**config.mk**
```make
export PLATFORM = sky130hd
export DESIGN_NAME = egress_queue_scheduling_config
export DESIGN_NICKNAME = d
export VERILOG_FILES = /design/src/design/egress_sched_pkg.sv /design/src/design/egress_queue_scheduling_config.sv
export VERILOG_INCLUDE_DIRS = /design/src /design/src/design
export SDC_FILE = /design/constraint.sdc
export NUM_CORES = 1
export LEC_CHECK = 0
export BUFFER_PORTS_ARGS = -buffer_cell sky130_fd_sc_hd__buf_2
export CORE_ASPECT_RATIO = 2
export CORE_MARGIN = 3
export CORE_UTILIZATION = 45
export CTS_CLUSTER_DIAMETER = 150
export DETAILED_ROUTE_END_ITERATION = 8
export PLACE_DENSITY_LB_ADDON = 0.12
export RECOVER_POWER = 50
export SYNTH_ARGS = -nofsm -noshare
export SYNTH_HDL_FRONTEND = slang
export SYNTH_SLANG_ARGS = --single-unit
```
**constraint.sdc**
```tcl
create_clock -name core_clk -period 3.1 [get_ports core_clk]
set_input_delay 0.31 -clock core_clk [delete_from_list [all_inputs] [get_ports core_clk]]
set_output_delay 0.31 -clock core_clk [all_outputs]
set_load 0.05 [all_outputs]
```
**src/design/egress_sched_regs.svh**
```systemverilog
// register offsets, fixed field values and bit positions of the scheduling slice
`ifndef EGRESS_SCHED_REGS_SVH
`define EGRESS_SCHED_REGS_SVH
// ======================================================================
// offsets
`define OFS_HP_RESERVE_Q3 8'hA7
`define OFS_HP_RESERVE_Q2 8'hA8
`define OFS_HP_RESERVE_Q1 8'hA9
`define OFS_HP_RESERVE_Q0 8'hAA
`define OFS_MEM_FLOW_M1   8'hAB
`define OFS_MEM_FLOW_M2   8'hAC
`define OFS_MEM_FLOW_M3   8'hAD
`define OFS_MEM_FLOW_M4   8'hAE
`define OFS_P1_Q3_SEL     8'hAF
`define OFS_P1_Q2_SEL     8'hB0
`define OFS_P1_Q1_SEL     8'hB1
`define OFS_P1_Q0_SEL     8'hB2
`define OFS_P2_Q3_SEL     8'hB3
`define OFS_P2_Q2_SEL     8'hB4
// ======================================================================
// fixed read-only values
`define VAL_HP_RESERVE_Q3 8'h45
`define VAL_HP_RESERVE_Q2 8'h35
`define VAL_HP_RESERVE_Q1 8'h25
`define VAL_HP_RESERVE_Q0 8'h15
`define VAL_MEM_FLOW_M1   8'h98
`define VAL_MEM_FLOW_M2   8'h10
`define VAL_MEM_FLOW_M3   8'h08
`define VAL_MEM_FLOW_M4   8'h05
`define WEIGHT_Q3         7'h08
`define WEIGHT_Q2         7'h04
`define WEIGHT_Q1         7'h02
`define WEIGHT_Q0         7'h01
// ======================================================================
// select bit field
`define SEL_BIT           7
`define SEL_RESET         6'h3F
`define READ_UNMAPPED     8'h00
`endif

```
**src/design/egress_sched_pkg.sv**
```systemverilog
// shared types of the egress queue scheduling slice
package egress_sched_pkg;
  typedef enum logic [0:0] {
    SCHED_IDLE,
    SCHED_OFFER
  } sched_state_t;
endpackage

```
**src/design/egress_queue_scheduling_config.sv**
```systemverilog
// egress queue scheduling registers, two schedulers and their egress fifos
//
// Notes on behaviour
// all selects and global clear: strict priority
// selects set, four queues: weights 8:4:2:1
// selects set, two queues: weights 2:1
// select bit 7 writable, resets to 1
// bits 6..0 fixed 8,4,2,1 per queue
// buffer reserve reads 45,35,25,15 hex
// flow thresholds 18,10,08,05 hex; M1 bit7 one
// writes to fixed fields are ignored
`timescale 1ns/1ns
`include "egress_sched_regs.svh"

// ======================================================================
// egress fifo with registered head
module egress_fifo #(
  parameter int W     = 8,
  parameter int DEPTH = 16
) (
  input  wire logic         core_clk,  // switch core clock
  input  wire logic         reset_n,   // async reset, low
  input  wire logic         ce,        // clock enable
  input  wire logic         in_valid,  // write request
  input  wire logic [W-1:0] in_data,   // write word
  output logic              in_ready,  // room left
  output logic              out_valid, // head holds a word
  output logic [W-1:0]      out_data,  // head word
  input  wire logic         out_ready  // drain accepts head
);
  localparam int AW = $clog2(DEPTH);
  typedef struct packed {
    logic [DEPTH-1:0][W-1:0] mem;
    logic [AW-1:0]           wr;
    logic [AW-1:0]           rd;
    logic [AW:0]             cnt;
    logic                    rdy;
    logic                    hv;
    logic [W-1:0]            head;
  } fifo_state_t;
  fifo_state_t cur;
  fifo_state_t next_cur;
  logic        push;
  logic        pull;

  if (DEPTH < 2 || (1 << AW) != DEPTH) begin : g_bad_depth
    $error("fifo depth must be a power of two");
  end

  // pointer and count update; head refills from the array
  always_comb begin
    next_cur = cur;
    push     = in_valid && cur.rdy;
    pull     = (!cur.hv || out_ready) && cur.cnt != '0;
    if (push) begin
      next_cur.mem[cur.wr] = in_data;
      next_cur.wr          = cur.wr + AW'(1);
    end
    if (!cur.hv || out_ready) begin
      next_cur.hv = pull;
    end
    if (pull) begin
      next_cur.head = cur.mem[cur.rd];
      next_cur.rd   = cur.rd + AW'(1);
    end
    next_cur.cnt = cur.cnt + (AW+1)'(push) - (AW+1)'(pull);
    next_cur.rdy = next_cur.cnt != (AW+1)'(DEPTH);
  end

  // state register
  always_ff @(posedge core_clk or negedge reset_n) begin
    if (!reset_n) begin
      cur     <= '0;
      cur.rdy <= 1'b1;
    end else if (ce) begin
      cur <= next_cur;
    end
  end

  assign in_ready  = cur.rdy;
  assign out_valid = cur.hv;
  assign out_data  = cur.head;
endmodule

// ======================================================================
// queue scheduler: strict or weighted credit round
module egress_sched #(
  parameter int NQ = 4,
  parameter int W  = 8,
  parameter int WW = 7
) (
  input  wire logic                   core_clk, // switch core clock
  input  wire logic                   reset_n,  // async reset, low
  input  wire logic                   ce,       // clock enable
  input  wire logic                   strict,   // strict priority mode
  input  wire logic [NQ-1:0][WW-1:0]  weights,  // per-queue weight, top index first
  input  wire logic [NQ-1:0]          q_valid,  // queue head ready to send
  input  wire logic [NQ-1:0][W-1:0]   q_data,   // queue head words
  output logic      [NQ-1:0]          q_ready,  // one-hot grant, one cycle
  input  wire logic                   room,     // fifo can take a word
  output logic                        push,     // word moves to fifo
  output logic      [W-1:0]           push_data // moved word
);
  typedef struct packed {
    egress_sched_pkg::sched_state_t st;
    logic [NQ-1:0]                  ready;
    logic [NQ-1:0][WW-1:0]          credit;
  } sched_regs_t;
  sched_regs_t       cur;
  sched_regs_t       next_cur;
  logic [NQ-1:0]     has_credit;
  logic [NQ-1:0]     cand;
  logic [NQ-1:0]     pick;
  logic              reload;
  logic [NQ-1:0][WW-1:0] base;

  if (NQ < 2 || WW < 1) begin : g_bad_cfg
    $error("scheduler needs two queues and a weight field");
  end

  // grant selection; a grant is offered for one cycle, then idle
  always_comb begin
    next_cur = cur;
    pick     = '0;
    reload   = 1'b0;
    base     = cur.credit;
    for (int i = 0; i < NQ; i++) begin
      has_credit[i] = q_valid[i] && cur.credit[i] != '0;
    end
    cand = strict ? q_valid : has_credit;
    if (!strict && has_credit == '0) begin
      reload = |q_valid;
      base   = weights;
      cand   = q_valid;
    end
    if (cur.st == egress_sched_pkg::SCHED_IDLE) begin
      if (room && |q_valid) begin
        for (int i = 0; i < NQ; i++) begin
          if (cand[i]) begin
            pick    = '0;
            pick[i] = 1'b1; // highest index wins
          end
        end
        if (!strict) begin
          next_cur.credit = base;
          for (int i = 0; i < NQ; i++) begin
            if (pick[i]) begin
              next_cur.credit[i] = base[i] - WW'(1);
            end
          end
        end
        next_cur.ready = pick;
        next_cur.st    = egress_sched_pkg::SCHED_OFFER;
      end
    end else begin
      next_cur.ready = '0;
      next_cur.st    = egress_sched_pkg::SCHED_IDLE;
    end
  end

  // state register; credits start empty so the first round reloads
  always_ff @(posedge core_clk or negedge reset_n) begin
    if (!reset_n) begin
      cur <= '0;
    end else if (ce) begin
      cur <= next_cur;
    end
  end

  // transfer happens while the grant is up and the source still holds valid
  always_comb begin
    push_data = '0;
    for (int i = 0; i < NQ; i++) begin
      if (cur.ready[i]) begin
        push_data = q_data[i];
      end
    end
  end
  assign push    = |(cur.ready & q_valid);
  assign q_ready = cur.ready;

  // helper: queues above the granted one, and grants in the current round
  logic [NQ-1:0] above_grant;
  logic [7:0]    round_cnt;
  logic [7:0]    weight_sum;
  assign above_grant = ~((q_ready << 1) - NQ'(1));
  always_comb begin
    weight_sum = '0;
    for (int i = 0; i < NQ; i++) begin
      weight_sum = weight_sum + 8'(weights[i]);
    end
  end
  always_ff @(posedge core_clk or negedge reset_n) begin
    if (!reset_n) begin
      round_cnt <= '0;
    // strict grants leave the credits alone, so they must not age the round
    end else if (ce && !strict && cur.st == egress_sched_pkg::SCHED_IDLE && |pick) begin
      round_cnt <= reload ? 8'h01 : round_cnt + 8'h01;
    end
  end
endmodule

// ======================================================================
// top: register slice and the two egress schedulers
module egress_queue_scheduling_config #(
  parameter int DATA_W     = 8,
  parameter int FIFO_DEPTH = 16
) (
  input  wire logic                core_clk,    // switch core clock, 100 MHz
  input  wire logic                reset_n,     // async reset, low
  input  wire logic                ce,          // clock enable, freezes state
  input  wire logic [7:0]          reg_addr,    // register offset
  input  wire logic                reg_wr,      // write strobe
  input  wire logic [7:0]          reg_wdata,   // write byte
  input  wire logic                reg_rd,      // read strobe
  output logic      [7:0]          reg_rdata,   // read byte, registered
  output logic                     reg_rvalid,  // read data pulse
  input  wire logic                global_sched,// global scheduling control bit
  input  wire logic [3:0]          p1_q_valid,  // port 1 queue heads, q3..q0
  input  wire logic [4*DATA_W-1:0] p1_q_data,   // port 1 queue words, q3 top
  output logic      [3:0]          p1_q_ready,  // port 1 grant
  output logic                     p1_tx_valid, // port 1 egress word valid
  output logic      [DATA_W-1:0]   p1_tx_data,  // port 1 egress word
  input  wire logic                p1_tx_ready, // port 1 transmit accepts
  input  wire logic [1:0]          p2_q_valid,  // port 2 queue heads, q3,q2
  input  wire logic [2*DATA_W-1:0] p2_q_data,   // port 2 queue words, q3 top
  output logic      [1:0]          p2_q_ready,  // port 2 grant
  output logic                     p2_tx_valid, // port 2 egress word valid
  output logic      [DATA_W-1:0]   p2_tx_data,  // port 2 egress word
  input  wire logic                p2_tx_ready  // port 2 transmit accepts
);
  typedef struct packed {
    logic [5:0] sel;    // p1 q3,q2,q1,q0 then p2 q3,q2 in bits 0..5
    logic [7:0] rdata;
    logic       rvalid;
  } cfg_regs_t;
  cfg_regs_t  cur;
  cfg_regs_t  next_cur;
  logic       p1_room;
  logic       p2_room;
  logic       p1_push;
  logic       p2_push;
  logic [DATA_W-1:0] p1_word;
  logic [DATA_W-1:0] p2_word;
  logic       p1_strict;
  logic       p2_strict;

  if (DATA_W < 1) begin : g_bad_width
    $error("data width must be at least one bit");
  end

  // read mux: select bit over fixed weight field
  function automatic logic [7:0] read_reg(input logic [7:0] a, input logic [5:0] s);
    case (a)
      `OFS_HP_RESERVE_Q3: read_reg = `VAL_HP_RESERVE_Q3;
      `OFS_HP_RESERVE_Q2: read_reg = `VAL_HP_RESERVE_Q2;
      `OFS_HP_RESERVE_Q1: read_reg = `VAL_HP_RESERVE_Q1;
      `OFS_HP_RESERVE_Q0: read_reg = `VAL_HP_RESERVE_Q0;
      `OFS_MEM_FLOW_M1:   read_reg = `VAL_MEM_FLOW_M1;
      `OFS_MEM_FLOW_M2:   read_reg = `VAL_MEM_FLOW_M2;
      `OFS_MEM_FLOW_M3:   read_reg = `VAL_MEM_FLOW_M3;
      `OFS_MEM_FLOW_M4:   read_reg = `VAL_MEM_FLOW_M4;
      `OFS_P1_Q3_SEL:     read_reg = {s[0], `WEIGHT_Q3};
      `OFS_P1_Q2_SEL:     read_reg = {s[1], `WEIGHT_Q2};
      `OFS_P1_Q1_SEL:     read_reg = {s[2], `WEIGHT_Q1};
      `OFS_P1_Q0_SEL:     read_reg = {s[3], `WEIGHT_Q0};
      `OFS_P2_Q3_SEL:     read_reg = {s[4], `WEIGHT_Q3};
      `OFS_P2_Q2_SEL:     read_reg = {s[5], `WEIGHT_Q2};
      default:            read_reg = `READ_UNMAPPED;
    endcase
  endfunction

  // register writes touch only bit 7 of the select registers
  always_comb begin
    next_cur        = cur;
    next_cur.rvalid = reg_rd;
    if (reg_rd) begin
      next_cur.rdata = read_reg(reg_addr, cur.sel);
    end
    if (reg_wr) begin
      case (reg_addr)
        `OFS_P1_Q3_SEL: next_cur.sel[0] = reg_wdata[`SEL_BIT];
        `OFS_P1_Q2_SEL: next_cur.sel[1] = reg_wdata[`SEL_BIT];
        `OFS_P1_Q1_SEL: next_cur.sel[2] = reg_wdata[`SEL_BIT];
        `OFS_P1_Q0_SEL: next_cur.sel[3] = reg_wdata[`SEL_BIT];
        `OFS_P2_Q3_SEL: next_cur.sel[4] = reg_wdata[`SEL_BIT];
        `OFS_P2_Q2_SEL: next_cur.sel[5] = reg_wdata[`SEL_BIT];
        default:        next_cur.sel    = cur.sel;
      endcase
    end
  end

  // state register; weighted scheduling is the reset default
  always_ff @(posedge core_clk or negedge reset_n) begin
    if (!reset_n) begin
      cur     <= '0;
      cur.sel <= `SEL_RESET;
    end else if (ce) begin
      cur <= next_cur;
    end
  end

  assign reg_rdata  = cur.rdata;
  assign reg_rvalid = cur.rvalid;
  // strict only when every select of the port and the global bit are clear
  assign p1_strict  = cur.sel[3:0] == 4'h0 && !global_sched;
  assign p2_strict  = cur.sel[5:4] == 2'h0 && !global_sched;

  // ======================================================================
  // port 1: four queues, weights from the fixed fields 8:4:2:1
  egress_sched #(.NQ(4), .W(DATA_W), .WW(7)) u_p1_sched (
    .core_clk  (core_clk),
    .reset_n   (reset_n),
    .ce        (ce),
    .strict    (p1_strict),
    .weights   ({`WEIGHT_Q3, `WEIGHT_Q2, `WEIGHT_Q1, `WEIGHT_Q0}),
    .q_valid   (p1_q_valid),
    .q_data    (p1_q_data),
    .q_ready   (p1_q_ready),
    .room      (p1_room),
    .push      (p1_push),
    .push_data (p1_word)
  );
  egress_fifo #(.W(DATA_W), .DEPTH(FIFO_DEPTH)) u_p1_fifo (
    .core_clk  (core_clk),
    .reset_n   (reset_n),
    .ce        (ce),
    .in_valid  (p1_push),
    .in_data   (p1_word),
    .in_ready  (p1_room),
    .out_valid (p1_tx_valid),
    .out_data  (p1_tx_data),
    .out_ready (p1_tx_ready)
  );

  // ======================================================================
  // port 2: two queues; fields 8 and 4 give the 2:1 share
  egress_sched #(.NQ(2), .W(DATA_W), .WW(7)) u_p2_sched (
    .core_clk  (core_clk),
    .reset_n   (reset_n),
    .ce        (ce),
    .strict    (p2_strict),
    .weights   ({`WEIGHT_Q3, `WEIGHT_Q2}),
    .q_valid   (p2_q_valid),
    .q_data    (p2_q_data),
    .q_ready   (p2_q_ready),
    .room      (p2_room),
    .push      (p2_push),
    .push_data (p2_word)
  );
  egress_fifo #(.W(DATA_W), .DEPTH(FIFO_DEPTH)) u_p2_fifo (
    .core_clk  (core_clk),
    .reset_n   (reset_n),
    .ce        (ce),
    .in_valid  (p2_push),
    .in_data   (p2_word),
    .in_ready  (p2_room),
    .out_valid (p2_tx_valid),
    .out_data  (p2_tx_data),
    .out_ready (p2_tx_ready)
  );
endmodule

```
# --- Yosys cells after proc, flatten, opt, wreduce, memory -nomap -nowiden ---
# Index checks and enable logic that the tools add are counted.
totals:
  regBits: 367
  in_bits: 78
  output_inout_bits: 33
  word_cells: 209
op_classes:
  n_addsub: 14
  n_lt_le_gt_ge: 6
  n_eq_ne: 16
  mux: 45
  bitwise: 6
  n_reduce_logical: 60
ops:
  columns: ["operator", "n"]
  rows:
  - ["$bwmux 128", 2]
  - ["$eq 8x8->1 const B", 14]
  - ["$pmux 8 s14", 1]
  - ["$mux 8", 10]
  - ["$bmux 8 s4", 2]
  - ["$demux 8 s4", 2]
  - ["$mux 28", 2]
  - ["$mux 7", 6]
  - ["$reduce_bool 7->1", 6]
  - ["$sub 7x1->7 const B", 6]
  - ["$mux 33", 1]
  - ["$mux 14", 2]
  - ["$lt 4x5->1 const B", 4]
  - ["$mux 4", 5]
  - ["$logic_and 1x1->1", 18]
  - ["$reduce_and 2->1", 9]
  - ["$reduce_and 3->1", 6]
  - ["$mux 17", 1]
  - ["$add 4x1->4 const B", 4]
  - ["$mux 2", 6]
  - ["$add 5x1->5", 2]
  - ["$ne 5x5->1 const B", 2]
  - ["$reduce_bool 5->1", 2]
  - ["$sub 5x1->5", 2]
  - ["other kinds (15)", 32]

# --- Depth between registers and ports, before layout ---
# Gate-level depths: netlist of run 1.
depth:
  word_depth: 15
  depth_mapped: 14
  ltp_nobuf: 14

# --- By module ---
# A second synthesis of run 1 with hierarchy kept.
hier_totals:
  cells_unflattened: 1627
  area_unflattened_um2: 19650.1
by_module_without_submodules:
  columns: ["mod", "n_inst", "cells_each", "area_each_um2", "seq_area_each_um2"]
  rows:
  - ["egress_fifo at u_p2_fifo", 1, 483, 7073.0, 3779.9]
  - ["egress_fifo at u_p1_fifo", 1, 467, 7029.2, 3779.9]
  - ["egress_sched at u_p1_sched", 1, 396, 3054.2, 825.8]
  - ["egress_sched at u_p2_sched", 1, 179, 1534.0, 425.4]
  - ["egress_queue_scheduling_config", 1, 102, 959.7, 382.9]

# --- Worst setup path after synthesis of run 1 ---
# Ideal clock, no wire load.
synth_path:
  path_kind: "reg2reg"
  startpoint: "register u_p1_sched.cur[0] (netlist bit)"
  endpoint: "register u_p1_sched.cur[13] (netlist bit)"
  t_arrival_ps: 2869
  slack_ps: 138
  stages_incl_launch_ff: 13
  path_buffers: 2
  synth_period_minus_slack_ps: 2962
  path_cell_list: "dfrtp_1 or4_4 o41ai_4 and4_1 buf_4 nand2_1 clkbuf_1 nand2_1 ha_1 o2111ai_1 nor4b_2 a22oi_1 a211oi_1"
synth_via:
  elab_chain_len: 11
  elab_cells_between_ends: 13
  cone_classes: "1 x add/sub; 8 x mux; 4 x reduce/logical"
synth_rtl:
  columns: ["item", "line_no", "text"]
  rows:
  - ["start, declared", "egress_queue_scheduling_config.sv:109", "sched_regs_t cur;"]
  - ["start signal, assigned", "egress_queue_scheduling_config.sv:166", "cur <= next_cur;"]
  - ["$reduce_bool 7->1 *", "egress_queue_scheduling_config.sv:128", "has_credit[i] = q_valid[i] && cur.credit[i] != '0;"]
  - ["$logic_and 1x1->1 *", "egress_queue_scheduling_config.sv:128", null]
  - ["$logic_not 4->1 *", "egress_queue_scheduling_config.sv:131", "if (!strict && has_credit == '0) begin"]
  - ["$logic_and 1x1->1 *", "egress_queue_scheduling_config.sv:131", null]
  - ["parallel branches: the longest is 6 deep, another holds $sub 7x1->7", null, null]
  - ["$mux 7 *", "egress_queue_scheduling_config.sv:147", "if (pick[i]) begin"]
# Every way passes the cells marked *. The select of a mux whose other input is x is not followed.
# A chain may end at the register's enable or synchronous reset.

# --- Final worst setup path of run 1 ---
layout_path:
  startpoint: "register u_p1_sched.cur[3] (netlist bit)"
  endpoint: "register u_p1_sched.cur[13] (netlist bit)"
# Same word-level chain as after synthesis.

==> flow_summary_export.csv, run 1 <==
group,metric,value,unit
routing,detail_route.wl_per_cell,18.5,µm
clock_tree,clock_tree_from_tritoncts,"done",
synth,synth.area.mux_share,12.1,%
setup_path,reg2reg_slack,60,ps
setup_path,rr_startpoint,"u_p1_sched.cur[3]$_DFFE_PN0P_",
synth,synth_adder_area_share,2.22,%
min_path,holdPathStages,2,
synth,ys_types,71,
power,ir_drop,0.602,mV
sta,drv_slew,155,
min_path,timing.hold.worst.class,"input pin to flip-flop",
floorplan,die_h,286,µm
grt,overflow,0,
floorplan,die_width,146,µm
synth,synth-xor-area-share,1.34,%
setup_path,worst_path_largest_cell_delay,580,ps
floorplan,floorplan.initialDensity,45.9,%
routing,drt_iter0_markers,660,
routing,route.top_layer_used,"met4",
power,cellPowerDensity,950,nW/µm²
routing,met3WireLength,1060,µm
sta,finClkSkew,27.6,ps
power,power.total,19.0,mW
synth,synth.ff_latch_count,367,
placed_design,buffer_ports.inserted,103,
synth,synth-compound-area-share,14.5,%
synth,syn_area_per_cell,10.4,µm²
routing,met2WireLength,23800,µm
setup_path,critPathArrivalTime,3480,ps
clock_tree,clock_sink_count,367,
run,maxCapViolCount,2,
power,power.share.clock,23.1,%
synth,synth_area,17600,µm²
power,pwr-share-seq,40.8,%
synth,largest_family_of_logic_cells_by_synthesized_area,"compound AO/OA/AOI/OAI gates",
routing,detail-route-antenna-nets,0,
setup_path,worst-setup-path-type,"flip-flop to flip-flop",
synth,synth.net_count,1792,
setup_path,worst_setup_path_end_kind,"flip-flop",
power,total_switching_power,6.75,mW
power,p_leak,8.97,nW
clock_tree,cts-htree-levels,2,
setup_path,worstPathCellList,"or4_4, o41ai_4, and4_1, nand2_2, nand2_2, ha_2, o2111ai_2, nor4b_2, a22oi_1, a211oi_1",
synth,ys.warnings.count,0,
clock_tree,cts_buffer_depth,3,
power,internal_power,12.3,mW
floorplan,fp-row-count,101,
final_layout,layout.core_utilization,52.2,%
placed_design,gp_routability_congestion,0.868,
routing,post_drt_via_cell_ratio,5.52,
grt,gr-usage-all-layers,20.8,%
setup_path,worst_path_most_repeated_cell,"sky130_fd_sc_hd__nand2_2",
setup_path,worstSetupStartpointType,"flip-flop",
synth,synth_simple_gate_area_share,13.5,%
synth,ys_dominant_reg_cell,"sky130_fd_sc_hd__dfrtp_1",
routing,vias,12800,
synth,postSynthCellCount,1684,
setup_path,worstRegToRegCells,10,
final_layout,antenna-diode-count,0,
clock_tree,worst_setup_hold_path_clk_slew,70,ps
final_layout,stdcell_area,20000,µm²
min_path,holdCritStartpoint,"reg_addr[2]",
setup_path,timing.critical_path.required,3540,ps
power,power_share_of_the_combinational_group,36.1,%
min_path,endpoint_of_the_worst_hold_path,"reg_rdata[5]$_DFFE_PN0P_",
routing,routed_wl,43100,µm
sta,clock.fmax,0.329,GHz
outcome,failed_checks,"capacitance limit, slew limit",
grt,via_count_of_the_first_global_routing_pass,13200,
final_layout,layout_common_cells,"sky130_fd_sc_hd__dfrtp_1 (357), sky130_fd_sc_hd__nor2_1 (347), sky130_fd_sc_hd__a21oi_1 (300)",
grt,grt_start_max_net_pins,116,
synth,number_of_enable_type_register_cells_in_the_synthesized_netlist,0,
setup_path,combined_buffer_and_inverter_count_along_the_critical_path,0,
sta,final_min_period_over_clock_period,97.9,%
clock_tree,worst_skew_pair.late_latency,530,ps
grt,antenna_violations_before_repair,0,
synth,synth-seq-area-share,52.3,%
routing,wl_met1,16600,µm
sta,tightest_slew,1620,ps
grt,grt_first_pass_wirelength,70400,µm
power,switching_share_of_power,35.5,%
routing,drt-pass1-iter-count,5,
sta,relSlewSlack,-8.00,%
synth,synth-async-reset-ratio,100,%
setup_path,regToRegEndpoint,"u_p1_sched.cur[13]$_DFFE_PN0P_",
setup_path,cpMaxStageDelayCell,"sky130_fd_sc_hd__or4_4",
floorplan,ios,111,
sta,rsz0062_at_grt,"yes",
final_layout,net_total_in_the_final_layout,1893,
placed_design,dp_hpwl,31000,µm
sta,number_of_endpoints_failing_setup_at_the_final_stage,0,
final_layout,area_delta_synth_final,13.7,%
clock_tree,ctsRootBufferMaster,"sky130_fd_sc_hd__clkbuf_16",
sta,final_critical_delay_including_setup_and_external_delays,3040,ps
floorplan,die_area,41600,µm²
final_layout,most_common_cell_after_layout_fill_and_taps_aside,"sky130_fd_sc_hd__dfrtp_1",
floorplan,floorplan.core_area,38300,µm²
setup_path,crit_fanout,3,
clock_tree,cts_made_buffers,36,
sta,finalHoldViolCount,0,
placed_design,placedInstanceArea,18900,µm²
outcome,status,"finished, violations left",
setup_path,cp_top_family,"simple AND/OR/NAND/NOR gates",
routing,drc,0,
final_layout,drive_above_1_share,19.9,%
==> per-layer routing <==
metal,global-route usage [%],vias up
met2,39.1,216
met5,0,-
met4,8.44,0
li1,-,6155
met3,2.16,85
met1,24.2,6386
==> worst register-to-register path: stages, from the launching register on <==
cell and delay (ps):
sky130_fd_sc_hd__dfrtp_1 390, sky130_fd_sc_hd__or4_4 580, sky130_fd_sc_hd__o41ai_4 380, sky130_fd_sc_hd__and4_1 280
sky130_fd_sc_hd__nand2_2 100, sky130_fd_sc_hd__nand2_2 100, sky130_fd_sc_hd__ha_2 200, sky130_fd_sc_hd__o2111ai_2 110
sky130_fd_sc_hd__nor4b_2 430, sky130_fd_sc_hd__a22oi_1 140, sky130_fd_sc_hd__a211oi_1 220
==> power by group through the flow <==
stage	Clock (mW)	Sequential [mW]	Combinational, mW
floorplan	0	7.33	5.47
global placement	0	7.73	6.77
detailed placement	0	7.83	6.93
CTS	4.54	7.75	6.96
global route	4.70	7.99	7.62
finish	4.38	7.75	6.86
==> cells in the mapped netlist, types with 4 or more instances <==
cell	instances	area, µm²
sky130_fd_sc_hd__a22oi_1	23	173
sky130_fd_sc_hd__ha_1	28	350
sky130_fd_sc_hd__dfrtp_1	359	8980
sky130_fd_sc_hd__dfstp_2	8	210
sky130_fd_sc_hd__xor2_1	9	78.8
sky130_fd_sc_hd__nand2b_1	5	31.3
sky130_fd_sc_hd__and2_1	5	31.3
sky130_fd_sc_hd__mux4_2	81	1820
sky130_fd_sc_hd__o211ai_1	6	45.0
sky130_fd_sc_hd__a21o_1	7	52.6
sky130_fd_sc_hd__or4_1	6	45.0
sky130_fd_sc_hd__a22o_1	12	105
sky130_fd_sc_hd__inv_1	26	97.6
sky130_fd_sc_hd__nor4_1	10	62.6
sky130_fd_sc_hd__nand2_1	93	349
sky130_fd_sc_hd__and3_1	5	31.3
sky130_fd_sc_hd__nand3_1	15	75.1
sky130_fd_sc_hd__a31oi_1	4	25.0
sky130_fd_sc_hd__nand4_1	11	68.8
sky130_fd_sc_hd__xnor2_1	18	158
sky130_fd_sc_hd__mux2_2	25	282
sky130_fd_sc_hd__o21ai_0	44	220
sky130_fd_sc_hd__clkbuf_1	91	342
sky130_fd_sc_hd__nor2_1	347	1300
sky130_fd_sc_hd__o31ai_1	7	52.6
sky130_fd_sc_hd__a21oi_1	300	1500
sky130_fd_sc_hd__buf_1	9	33.8
sky130_fd_sc_hd__buf_4	32	240
sky130_fd_sc_hd__or3_1	9	56.3
sky130_fd_sc_hd__a2bb2oi_1	4	35.0
sky130_fd_sc_hd__nor3_1	21	105
==> cells by family after synthesis <==
logic type,after synthesis
buffers and inverters,160
and+or+nand+nor,549
AOI/OAI and AO/OA,442
DFF,367
xor gates and xnor gates,27
adders and majority gates,30
muxes,109
==> registers in the layout, summed over array words and instances (netlist names), 4 cells and up <==
| register | cells |
|---|---|
| u_p1_sched.q_ready | 4 |
| u_p2_fifo.out_data | 8 |
| u_p2_sched.cur | 15 |
| reg_rdata | 8 |
| u_p1_sched.cur | 29 |
| u_p1_fifo.out_data | 8 |
| u_p2_fifo.cur | 141 |
| u_p1_fifo.cur | 141 |
| cur | 6 |
==> stage by stage <==
| stage | setup WS [ps] | hold slack, ps | cells | TNS (ps) |
|---|---|---|---|---|
| after floorplan | 138 | 14.4 | 1684 | 0 |
| after global placement | 99.5 | 462 | 2257 | 0 |
| after detailed placement | 88.6 | 456 | 2257 | 0 |
| after CTS | 62.4 | 60.1 | 2322 | 0 |
| after global routing | -14.6 | 76.5 | 2326 | -35.7 |
| final | 64.8 | 90.9 | 2326 | 0 |
==> worst max path at each step <==
| stage | startpoint | end | slack, ps | depth (start not counted) |
|---|---|---|---|---|
| 2_1_floorplan | u_p1_sched.cur[0]$_DFFE_PN0P_ | u_p1_sched.cur[13]$_DFFE_PN0P_ | 140 | 12 |
| 3_3_place_gp | u_p2_sched.cur[8]$_DFFE_PN0P_ | u_p2_sched.cur[13]$_DFFE_PN0P_ | 100 | 10 |
| 3_5_place_dp | u_p2_sched.cur[8]$_DFFE_PN0P_ | u_p2_sched.cur[6]$_DFFE_PN0P_ | 90 | 9 |
| 4_1_cts | u_p2_sched.cur[8]$_DFFE_PN0P_ | u_p2_sched.cur[13]$_DFFE_PN0P_ | 60 | 10 |
| 5_1_grt | u_p1_sched.cur[3]$_DFFE_PN0P_ | u_p1_sched.cur[6]$_DFFE_PN0P_ | -10 | 12 |
| 6_report | u_p1_sched.cur[3]$_DFFE_PN0P_ | u_p1_sched.cur[13]$_DFFE_PN0P_ | 60 | 10 |
==> repair_timing <==
item	CTS	global route
endpoints found under the hold margin	98	0
endpoints found under the setup margin	0	8
gates resized for setup	0	6
hold buffers	1	0
buffers inserted	0	4
==> final cells by class <==
type | count | area [µm²]
flip-flops and latches | 367 | 9200
inverters | 26 | 97.6
fillers | 3470 | 18300
repair buffers | 197 | 1190
clock inverters | 9 | 81.3
clock buffers | 55 | 1090
multi-input cells | 1157 | 7700
well taps | 515 | 644
No activity file was read; power rests on OpenSTA's default activity.
==> inputs of run 2 (changes only) <==
--- a/config.mk
+++ b/config.mk
@@ -7,9 +7,11 @@
 export NUM_CORES = 1
 export LEC_CHECK = 0
 export BUFFER_PORTS_ARGS = -buffer_cell sky130_fd_sc_hd__buf_2
+export CELL_PAD_IN_SITES_DETAIL_PLACEMENT = 0
+export CELL_PAD_IN_SITES_GLOBAL_PLACEMENT = 1
 export CORE_ASPECT_RATIO = 2
 export CORE_MARGIN = 3
-export CORE_UTILIZATION = 45
+export CORE_UTILIZATION = 44
 export CTS_CLUSTER_DIAMETER = 150
 export DETAILED_ROUTE_END_ITERATION = 8
 export PLACE_DENSITY_LB_ADDON = 0.12
==> run 2 against run 1 <==
The flow still finishes with violations (capacitance limit, slew limit). Setup slack improved by 84 ps. Clock skew decreased by 9.8 ps. Clock power increased by 6.8%. Maximum frequency increased by 2.9%. Sequential power about the same. Non-clock buffer count decreased by 6. Combinational power about the same. Cell area increased by 0.46%. Critical path type unchanged. Critical endpoint is now u_p2_sched.cur[13]$_DFFE_PN0P_. Highest routed layer unchanged.
==> flow_summary_export.csv, run 2 (same netlist as run 1, synthesis figures left out) <==
group,metric,value,unit
routing,drc,0,
grt,gr-usage-all-layers,20.6,%
setup_path,worstSetupStartpointType,"flip-flop",
power,cellPowerDensity,961,nW/µm²
sta,setup_total_negative_slack,0,ps
setup_path,critPathArrivalTime,3360,ps
final_layout,most_common_cell_after_layout_fill_and_taps_aside,"sky130_fd_sc_hd__dfrtp_1",
sta,finalHoldViolCount,0,
placed_design,cell_total_after_placement,2261,
final_layout,instances_no_fill,2331,
sta,rsz0062_at_grt,"yes",
placed_design,buffer_ports.inserted,103,
clock_tree,worst_skew_pair.late_latency,540,ps
placed_design,placedInstanceArea,18900,µm²
setup_path,timing.critical_path.required,3510,ps
floorplan,die_h,289,µm
grt,antenna_violations_before_repair,0,
clock_tree,clock_tree_from_tritoncts,"done",
sta,drv_slew,69,
grt,via_count_of_the_first_global_routing_pass,13100,
floorplan,die_area,42600,µm²
final_layout,footprint_of_the_multi_input_gates,7700,µm²
routing,detail-route-antenna-nets,0,
routing,vias,12700,
setup_path,worst-setup-path-type,"flip-flop to flip-flop",
grt,grt_first_pass_wirelength,70200,µm
sta,final_min_period_over_clock_period,95.2,%
sta,tightest_slew,1650,ps
clock_tree,cts-htree-levels,2,
floorplan,ios,111,
final_layout,stdcell_area,20100,µm²
clock_tree,worst_setup_hold_path_clk_slew,60,ps
outcome,failed_checks,"capacitance limit, slew limit",
sta,final_critical_delay_including_setup_and_external_delays,2950,ps
clock_tree,clock_sink_count,367,
power,p_leak,9.03,nW
setup_path,crit_fanout,10,
grt,grt_start_max_net_pins,96,
floorplan,fp-row-count,103,
floorplan,die_width,147,µm
final_layout,largest_registers,"u_p1_fifo.cur (141), u_p2_fifo.cur (141), u_p1_sched.cur (29)",
sta,number_of_endpoints_failing_setup_at_the_final_stage,0,
clock_tree,cts_buffer_depth,3,
final_layout,antenna-diode-count,0,
routing,post_drt_via_cell_ratio,5.46,
placed_design,dp_hpwl,30000,µm
final_layout,area.sequential,9200,µm²
routing,detail_route.wl_per_cell,18.4,µm
power,ir_drop,0.601,mV
routing,routed_wl,42900,µm
placed_design,gp_routability_congestion,0.840,
floorplan,floorplan.initialDensity,44.6,%
sta,finClkSkew,17.8,ps
final_layout,drive_above_1_share,20.4,%
sta,clock.fmax,0.339,GHz
final_layout,net_total_in_the_final_layout,1887,
routing,drt_iter0_markers,627,
final_layout,area_delta_synth_final,14.2,%
grt,overflow,0,
floorplan,floorplan.core_area,39400,µm²
outcome,status,"finished, violations left",
routing,drt-pass1-iter-count,7,
clock_tree,ctsRootBufferMaster,"sky130_fd_sc_hd__clkbuf_16",
power,power.total,19.3,mW
final_layout,layout_common_cells,"sky130_fd_sc_hd__dfrtp_1 (355), sky130_fd_sc_hd__nor2_1 (347), sky130_fd_sc_hd__a21oi_1 (300)",
sta,relSlewSlack,-10.2,%
run,maxCapViolCount,1,
setup_path,worst_setup_path_end_kind,"flip-flop",
min_path,timing.hold.worst.class,"input pin to flip-flop",
final_layout,layout.filler_cells,3682,
clock_tree,cts_made_buffers,36,
## run 2: cell count changes in the layout (fill, tap and decap cells not counted), moves of 3 or more
cell / previous run / this run
sky130_fd_sc_hd__buf_4: 79 / 76
sky130_fd_sc_hd__bufinv_16: 1 / 5
sky130_fd_sc_hd__clkbuf_1: 38 / 26
sky130_fd_sc_hd__clkbuf_8: 10 / 7
sky130_fd_sc_hd__clkinv_2: 5 / 10
## run 2: area by class of cell
cell class / count / share of cell area, %
inverter: 26 / 0.486
clock inverter: 18 / 1.14
tap: 525 / 3.27
timing repair buffer: 191 / 5.85
multi-input combinational: 1157 / 38.3
clock buffer: 47 / 5.15
sequential: 367 / 45.8
## run 2: worst max-delay path, stage by stage (launching register included)
cell and delay (ps):
sky130_fd_sc_hd__dfrtp_2 430, sky130_fd_sc_hd__or4_1 530, sky130_fd_sc_hd__or4_4 470, sky130_fd_sc_hd__a221o_1 360, sky130_fd_sc_hd__buf_6 160, sky130_fd_sc_hd__nand2_1 70
sky130_fd_sc_hd__ha_2 190, sky130_fd_sc_hd__nand2_1 90, sky130_fd_sc_hd__nor4b_2 320, sky130_fd_sc_hd__buf_4 150, sky130_fd_sc_hd__a21oi_1 60
## run 2: metal layers
layer | GRT usage, % | part of all wire, % | wire length [µm]
met1 | 25.2 | 40 | 17200
met2 | 37.6 | 54 | 23100
met3 | 2.40 | 3.2 | 1390
met5 | 0 | 0 | 0
met4 | 7.12 | 3.0 | 1310
## run 2: metrics by stage
stage / hold slack (ps) / setup WS, ps / utilization (%)
after global placement: 417 / 139 / 47.8
final: 74.2 / 149 / 50.9
after global routing: 89.3 / -34.4 / 50.9
after detailed placement: 429 / 122 / 47.8
after floorplan: 14.4 / 138 / -
after CTS: 56.6 / 102 / 51.1
## run 2: final timing paths
kind / startpoint / to / slack, ps / cells past startpoint
setup / recovery: u_p2_sched.cur[0]$_DFFE_PN0P_ / u_p2_sched.cur[13]$_DFFE_PN0P_ / 150 / 10
hold / removal: reg_addr[2] / reg_rdata[5]$_DFFE_PN0P_ / 70 / 2
setup reg to reg: u_p2_sched.cur[0]$_DFFE_PN0P_ / u_p2_sched.cur[13]$_DFFE_PN0P_ / 150 / 10
hold reg to reg: reg_rdata[1]$_DFFE_PN0P_ / reg_rdata[1]$_DFFE_PN0P_ / 480 / 2
max in group asynchronous: reset_n / u_p1_fifo.cur[149]$_DFFE_PN0P_ / 530 / 3
min in group asynchronous: reset_n / u_p2_fifo.cur[21]$_DFFE_PN0P_ / 380 / 2
## run 2: what timing repair did
| item | in CTS | in global routing |
|---|---|---|
| setup buffers | 0 | 4 |
| endpoints found under the setup margin | 0 | 6 |
| hold endpoints to repair | 81 | 0 |
| gates resized for setup | 0 | 10 |
| hold buffers | 1 | 0 |
## run 2: where the power goes
group,internal [mW],switching (mW),leakage (nW)
logic,3.22,3.64,3.65
registers,6.53,1.24,4.75
clock network,2.78,1.90,0.635
total,12.5,6.77,9.03
==> inputs of run 3 (changes only) <==
--- a/config.mk
+++ b/config.mk
@@ -11,11 +11,12 @@
 export CELL_PAD_IN_SITES_GLOBAL_PLACEMENT = 1
 export CORE_ASPECT_RATIO = 2
 export CORE_MARGIN = 3
-export CORE_UTILIZATION = 44
+export CORE_UTILIZATION = 45
 export CTS_CLUSTER_DIAMETER = 150
 export DETAILED_ROUTE_END_ITERATION = 8
 export PLACE_DENSITY_LB_ADDON = 0.12
 export RECOVER_POWER = 50
 export SYNTH_ARGS = -nofsm -noshare
 export SYNTH_HDL_FRONTEND = slang
+export SYNTH_HIERARCHICAL = 1
 export SYNTH_SLANG_ARGS = --single-unit
==> constraint.sdc (replaced) <==
create_clock -name core_clk -period 3 [get_ports core_clk]
set_input_delay 0.3 -clock core_clk [delete_from_list [all_inputs] [get_ports core_clk]]
set_output_delay 0.3 -clock core_clk [all_outputs]
set_load 0.05 [all_outputs]
==> run 3 against run 2 <==
The run still ends with capacitance limit, slew limit left. Setup slack worse by 58 ps. Cell area up 16%. Register-to-register slack worse by 60 ps. Combinational power up 19%. Total power up 8.9%. Utilization up 3.6 points. Worst hold slack worse by 15 ps. Routed wire length up 17%. First-iteration DRC count down 9.1%. Sequential power up 1%. Sequential cell count unchanged.
==> flow_summary_export.csv, run 3 <==
group,metric,value,unit
outcome,status,"finished, violations left",
outcome,failed_checks,"capacitance limit, slew limit",
synth,netlist_top_cells_area,"sky130_fd_sc_hd__dfrtp_1 (46%), sky130_fd_sc_hd__mux2_2 (15%), sky130_fd_sc_hd__mux4_2 (7.2%)",
synth,synth-seq-area-share,46.8,%
power,pwr-share-seq,37.3,%
synth,post-synth-top-area-cell,"sky130_fd_sc_hd__dfrtp_1",
power,power_share_of_the_combinational_group,38.9,%
sta,final_min_period_over_clock_period,97.0,%
sta,finalHoldViolCount,0,
synth,synth-async-reset-ratio,100,%
synth,synth.ff_latch_count,367,
clock_tree,cts-htree-levels,2,
floorplan,ios,111,
setup_path,endpoint,"u_p1_sched/cur[17]$_DFFE_PN0P_",
synth,postSynthCellCount,1627,
routing,vias,13800,
setup_path,reg2reg_slack,90,ps
clock_tree,worst_setup_hold_path_clk_slew,70,ps
power,internal_power,13.5,mW
synth,ys.warnings.count,6,
floorplan,die_area,46400,µm²
setup_path,worst-setup-path-type,"flip-flop to flip-flop",
clock_tree,ctsRootBufferMaster,"sky130_fd_sc_hd__clkbuf_16",
clock_tree,worst_skew_pair.late_latency,540,ps
routing,detail_route.wl_per_cell,20.1,µm
power,ir_drop,0.399,mV
setup_path,worstRegToRegCells,10,
power,switching_share_of_power,35.9,%
routing,drt_iter0_markers,570,
power,p_leak,10.9,nW
synth,ys_dominant_reg_cell,"sky130_fd_sc_hd__dfrtp_1",
final_layout,largest_registers,"u_p1_fifo/cur (141), u_p2_fifo/cur (141), u_p1_sched/cur (29)",
power,cellPowerDensity,901,nW/µm²
setup_path,critical_path.startpoint,"u_p1_sched/cur[23]$_DFFE_PN0P_",
setup_path,worst_path_most_repeated_cell,"sky130_fd_sc_hd__buf_4",
sta,holdWs,59.4,ps
synth,ys_types,96,
sta,drv_slew,95,
floorplan,floorplan.initialDensity,45.9,%
sta,rsz0062_at_grt,"yes",
routing,drc,0,
min_path,timing.hold.worst.class,"input pin to flip-flop",
routing,routed_wl,50400,µm
floorplan,die_width,154,µm
routing,drt-pass1-iter-count,5,
placed_design,cell_total_after_placement,2434,
grt,overflow,0,
sta,number_of_endpoints_failing_setup_at_the_final_stage,0,
placed_design,dp_hpwl,36900,µm
grt,antenna_violations_before_repair,3,
grt,via_count_of_the_first_global_routing_pass,14600,
setup_path,cp_top_family,"simple AND/OR/NAND/NOR gates",
setup_path,timing.critical_path.required,3430,ps
grt,grt_start_max_net_pins,96,
grt,gr-usage-all-layers,21.8,%
setup_path,regToRegEndpoint,"u_p1_sched/cur[17]$_DFFE_PN0P_",
placed_design,gp_routability_congestion,0.820,
setup_path,critPathArrivalTime,3330,ps
clock_tree,clock_tree_from_tritoncts,"done",
grt,grt_first_pass_wirelength,80200,µm
final_layout,net_total_in_the_final_layout,2041,
synth,synth_area,19700,µm²
synth,netlist.area_leader.share,45.7,%
floorplan,fp-row-count,107,
setup_path,crit_fanout,4,
setup_path,cpMaxStageDelayCell,"sky130_fd_sc_hd__or4_4",
clock_tree,clock_sink_count,367,
final_layout,most_common_cell_after_layout_fill_and_taps_aside,"sky130_fd_sc_hd__dfrtp_1",
clock_tree,cts_made_buffers,37,
sta,relSlewSlack,-48.6,%
setup_path,path_depth,10,
power,power.share.clock,23.8,%
floorplan,die_h,302,µm
synth,ys_top_cells_by_count,"sky130_fd_sc_hd__dfrtp_1 (359), sky130_fd_sc_hd__mux2_2 (255), sky130_fd_sc_hd__nand2_1 (113)",
synth,number_of_enable_type_register_cells_in_the_synthesized_netlist,0,
final_layout,stdcell_area,23300,µm²
final_layout,instances_no_fill,2511,
synth,yosys.cell_count.top_type,"sky130_fd_sc_hd__dfrtp_1",
power,total_switching_power,7.55,mW
synth,syn_area_per_cell,12.1,µm²
power,power.total,21.0,mW
clock_tree,cts_buffer_depth,3,
final_layout,drive_above_1_share,36.5,%
final_layout,layout_common_cells,"sky130_fd_sc_hd__dfrtp_1 (357), sky130_fd_sc_hd__mux2_2 (255), sky130_fd_sc_hd__conb_1 (153)",
setup_path,worstSetupStartpointType,"flip-flop",
final_layout,area_delta_synth_final,18.8,%
routing,detail-route-antenna-nets,0,
floorplan,floorplan.core_area,42800,µm²
sta,finClkSkew,17.8,ps
setup_path,combined_buffer_and_inverter_count_along_the_critical_path,2,
setup_path,worstPathCellList,"or4_4, or4_1, a311o_1, buf_4, a21oi_4, buf_4, nand2b_1, o311a_1, a41oi_1, o21ai_1",
setup_path,rr_startpoint,"u_p1_sched/cur[23]$_DFFE_PN0P_",
final_layout,layout.core_utilization,54.5,%
setup_path,worst_path_largest_cell_delay,580,ps
run,maxCapViolCount,1,
routing,post_drt_via_cell_ratio,5.50,
setup_path,worst_setup_path_end_kind,"flip-flop",
placed_design,placedInstanceArea,21900,µm²
sta,clock.fmax,0.344,GHz
sta,final_critical_delay_including_setup_and_external_delays,2910,ps
sta,tightest_slew,2230,ps
placed_design,buffer_ports.inserted,103,
==> run 3: what timing repair did <==
item                                   in CTS  in global routing
setup endpoints to repair                  16                 23
resized for setup                           4                 39
hold buffers                                1                  0
pin swaps                                   1                  7
setup buffers                               1                  5
endpoints found under the hold margin      88                  0
==> run 3: stage by stage <==
step	setup slack [ps]	setup TNS, ps
finish	90.6	0
detailed placement	-154	-1320
global placement	-73.1	-310
CTS	-17.5	-17.5
global route	-36.3	-468
floorplan	13.8	0
==> run 3: layout make-up <==
class / instances / area, µm²
diodes: 2 / 5.00
clock buffers: 54 / 1090
clock inverters: 14 / 220
fillers: 3829 / 19500
inverters: 31 / 116
multi-input cells: 1256 / 10400
flip-flops and latches: 367 / 9200
well taps: 545 / 682
repair buffers: 242 / 1630
==> run 3: metal layers <==
| layer | share of wire (%) | vias to the layer above | GRT usage [%] |
|---|---|---|---|
| met2 | 58 | 204 | 42.9 |
| li1 | - | 6466 | - |
| met1 | 37 | 7052 | 23.7 |
| met3 | 2.4 | 81 | 2.38 |
| met5 | 0 | - | 0 |
| met4 | 3.5 | 0 | 7.66 |
==> run 3: cell families (layout without fill, tap and decap cells) <==
kind of cell / Yosys count / in the layout / synth area share [%]
xor+xnor: 34 / 34 / 1.52
mux: 392 / 392 / 26.1
simple gates: 384 / 384 / 10.4
buf+inv: 155 / 341 / 4.06
fa+ha+maj: 28 / 28 / 1.86
compound gates: 265 / 265 / 9.28
other cells: 2 / 155 / 0.0382
flops: 367 / 367 / 46.8
==> run 3: worst min-delay path by stage <==
stage | startpoint | endpoint | slack [ps] | cells past startpoint
floorplan | reset_n | reg_rdata[0]$_DFFE_PN0P_ | 4 | 0
global placement | reset_n | u_p1_fifo/cur[32]$_DFFE_PN0P_ | 360 | 1
detailed placement | reset_n | u_p1_fifo/cur[48]$_DFFE_PN0P_ | 360 | 1
CTS | p1_tx_ready | u_p1_fifo/out_valid$_DFFE_PN0P_ | 30 | 3
global route | p1_tx_ready | u_p1_fifo/out_valid$_DFFE_PN0P_ | 50 | 3
finish | p1_tx_ready | u_p1_fifo/out_valid$_DFFE_PN0P_ | 60 | 3
==> run 3: tightest hold or removal path, delay by kind of cell <==
kind	cells	cell delay, ps
buffers and inverters	1	110
AND/OR/NAND/NOR	1	50
AO/OA/AOI/OAI	1	100
==> run 3: power by group through the flow <==
stage               Sequential [mW]  Combinational, mW  Clock (mW)
finish                         7.84               8.18        5.01
global route                   8.08               8.95        5.36
CTS                            7.83               8.15        5.16
detailed placement             7.91               8.12           0
global placement               7.83               7.96           0
floorplan                      7.36               6.15           0
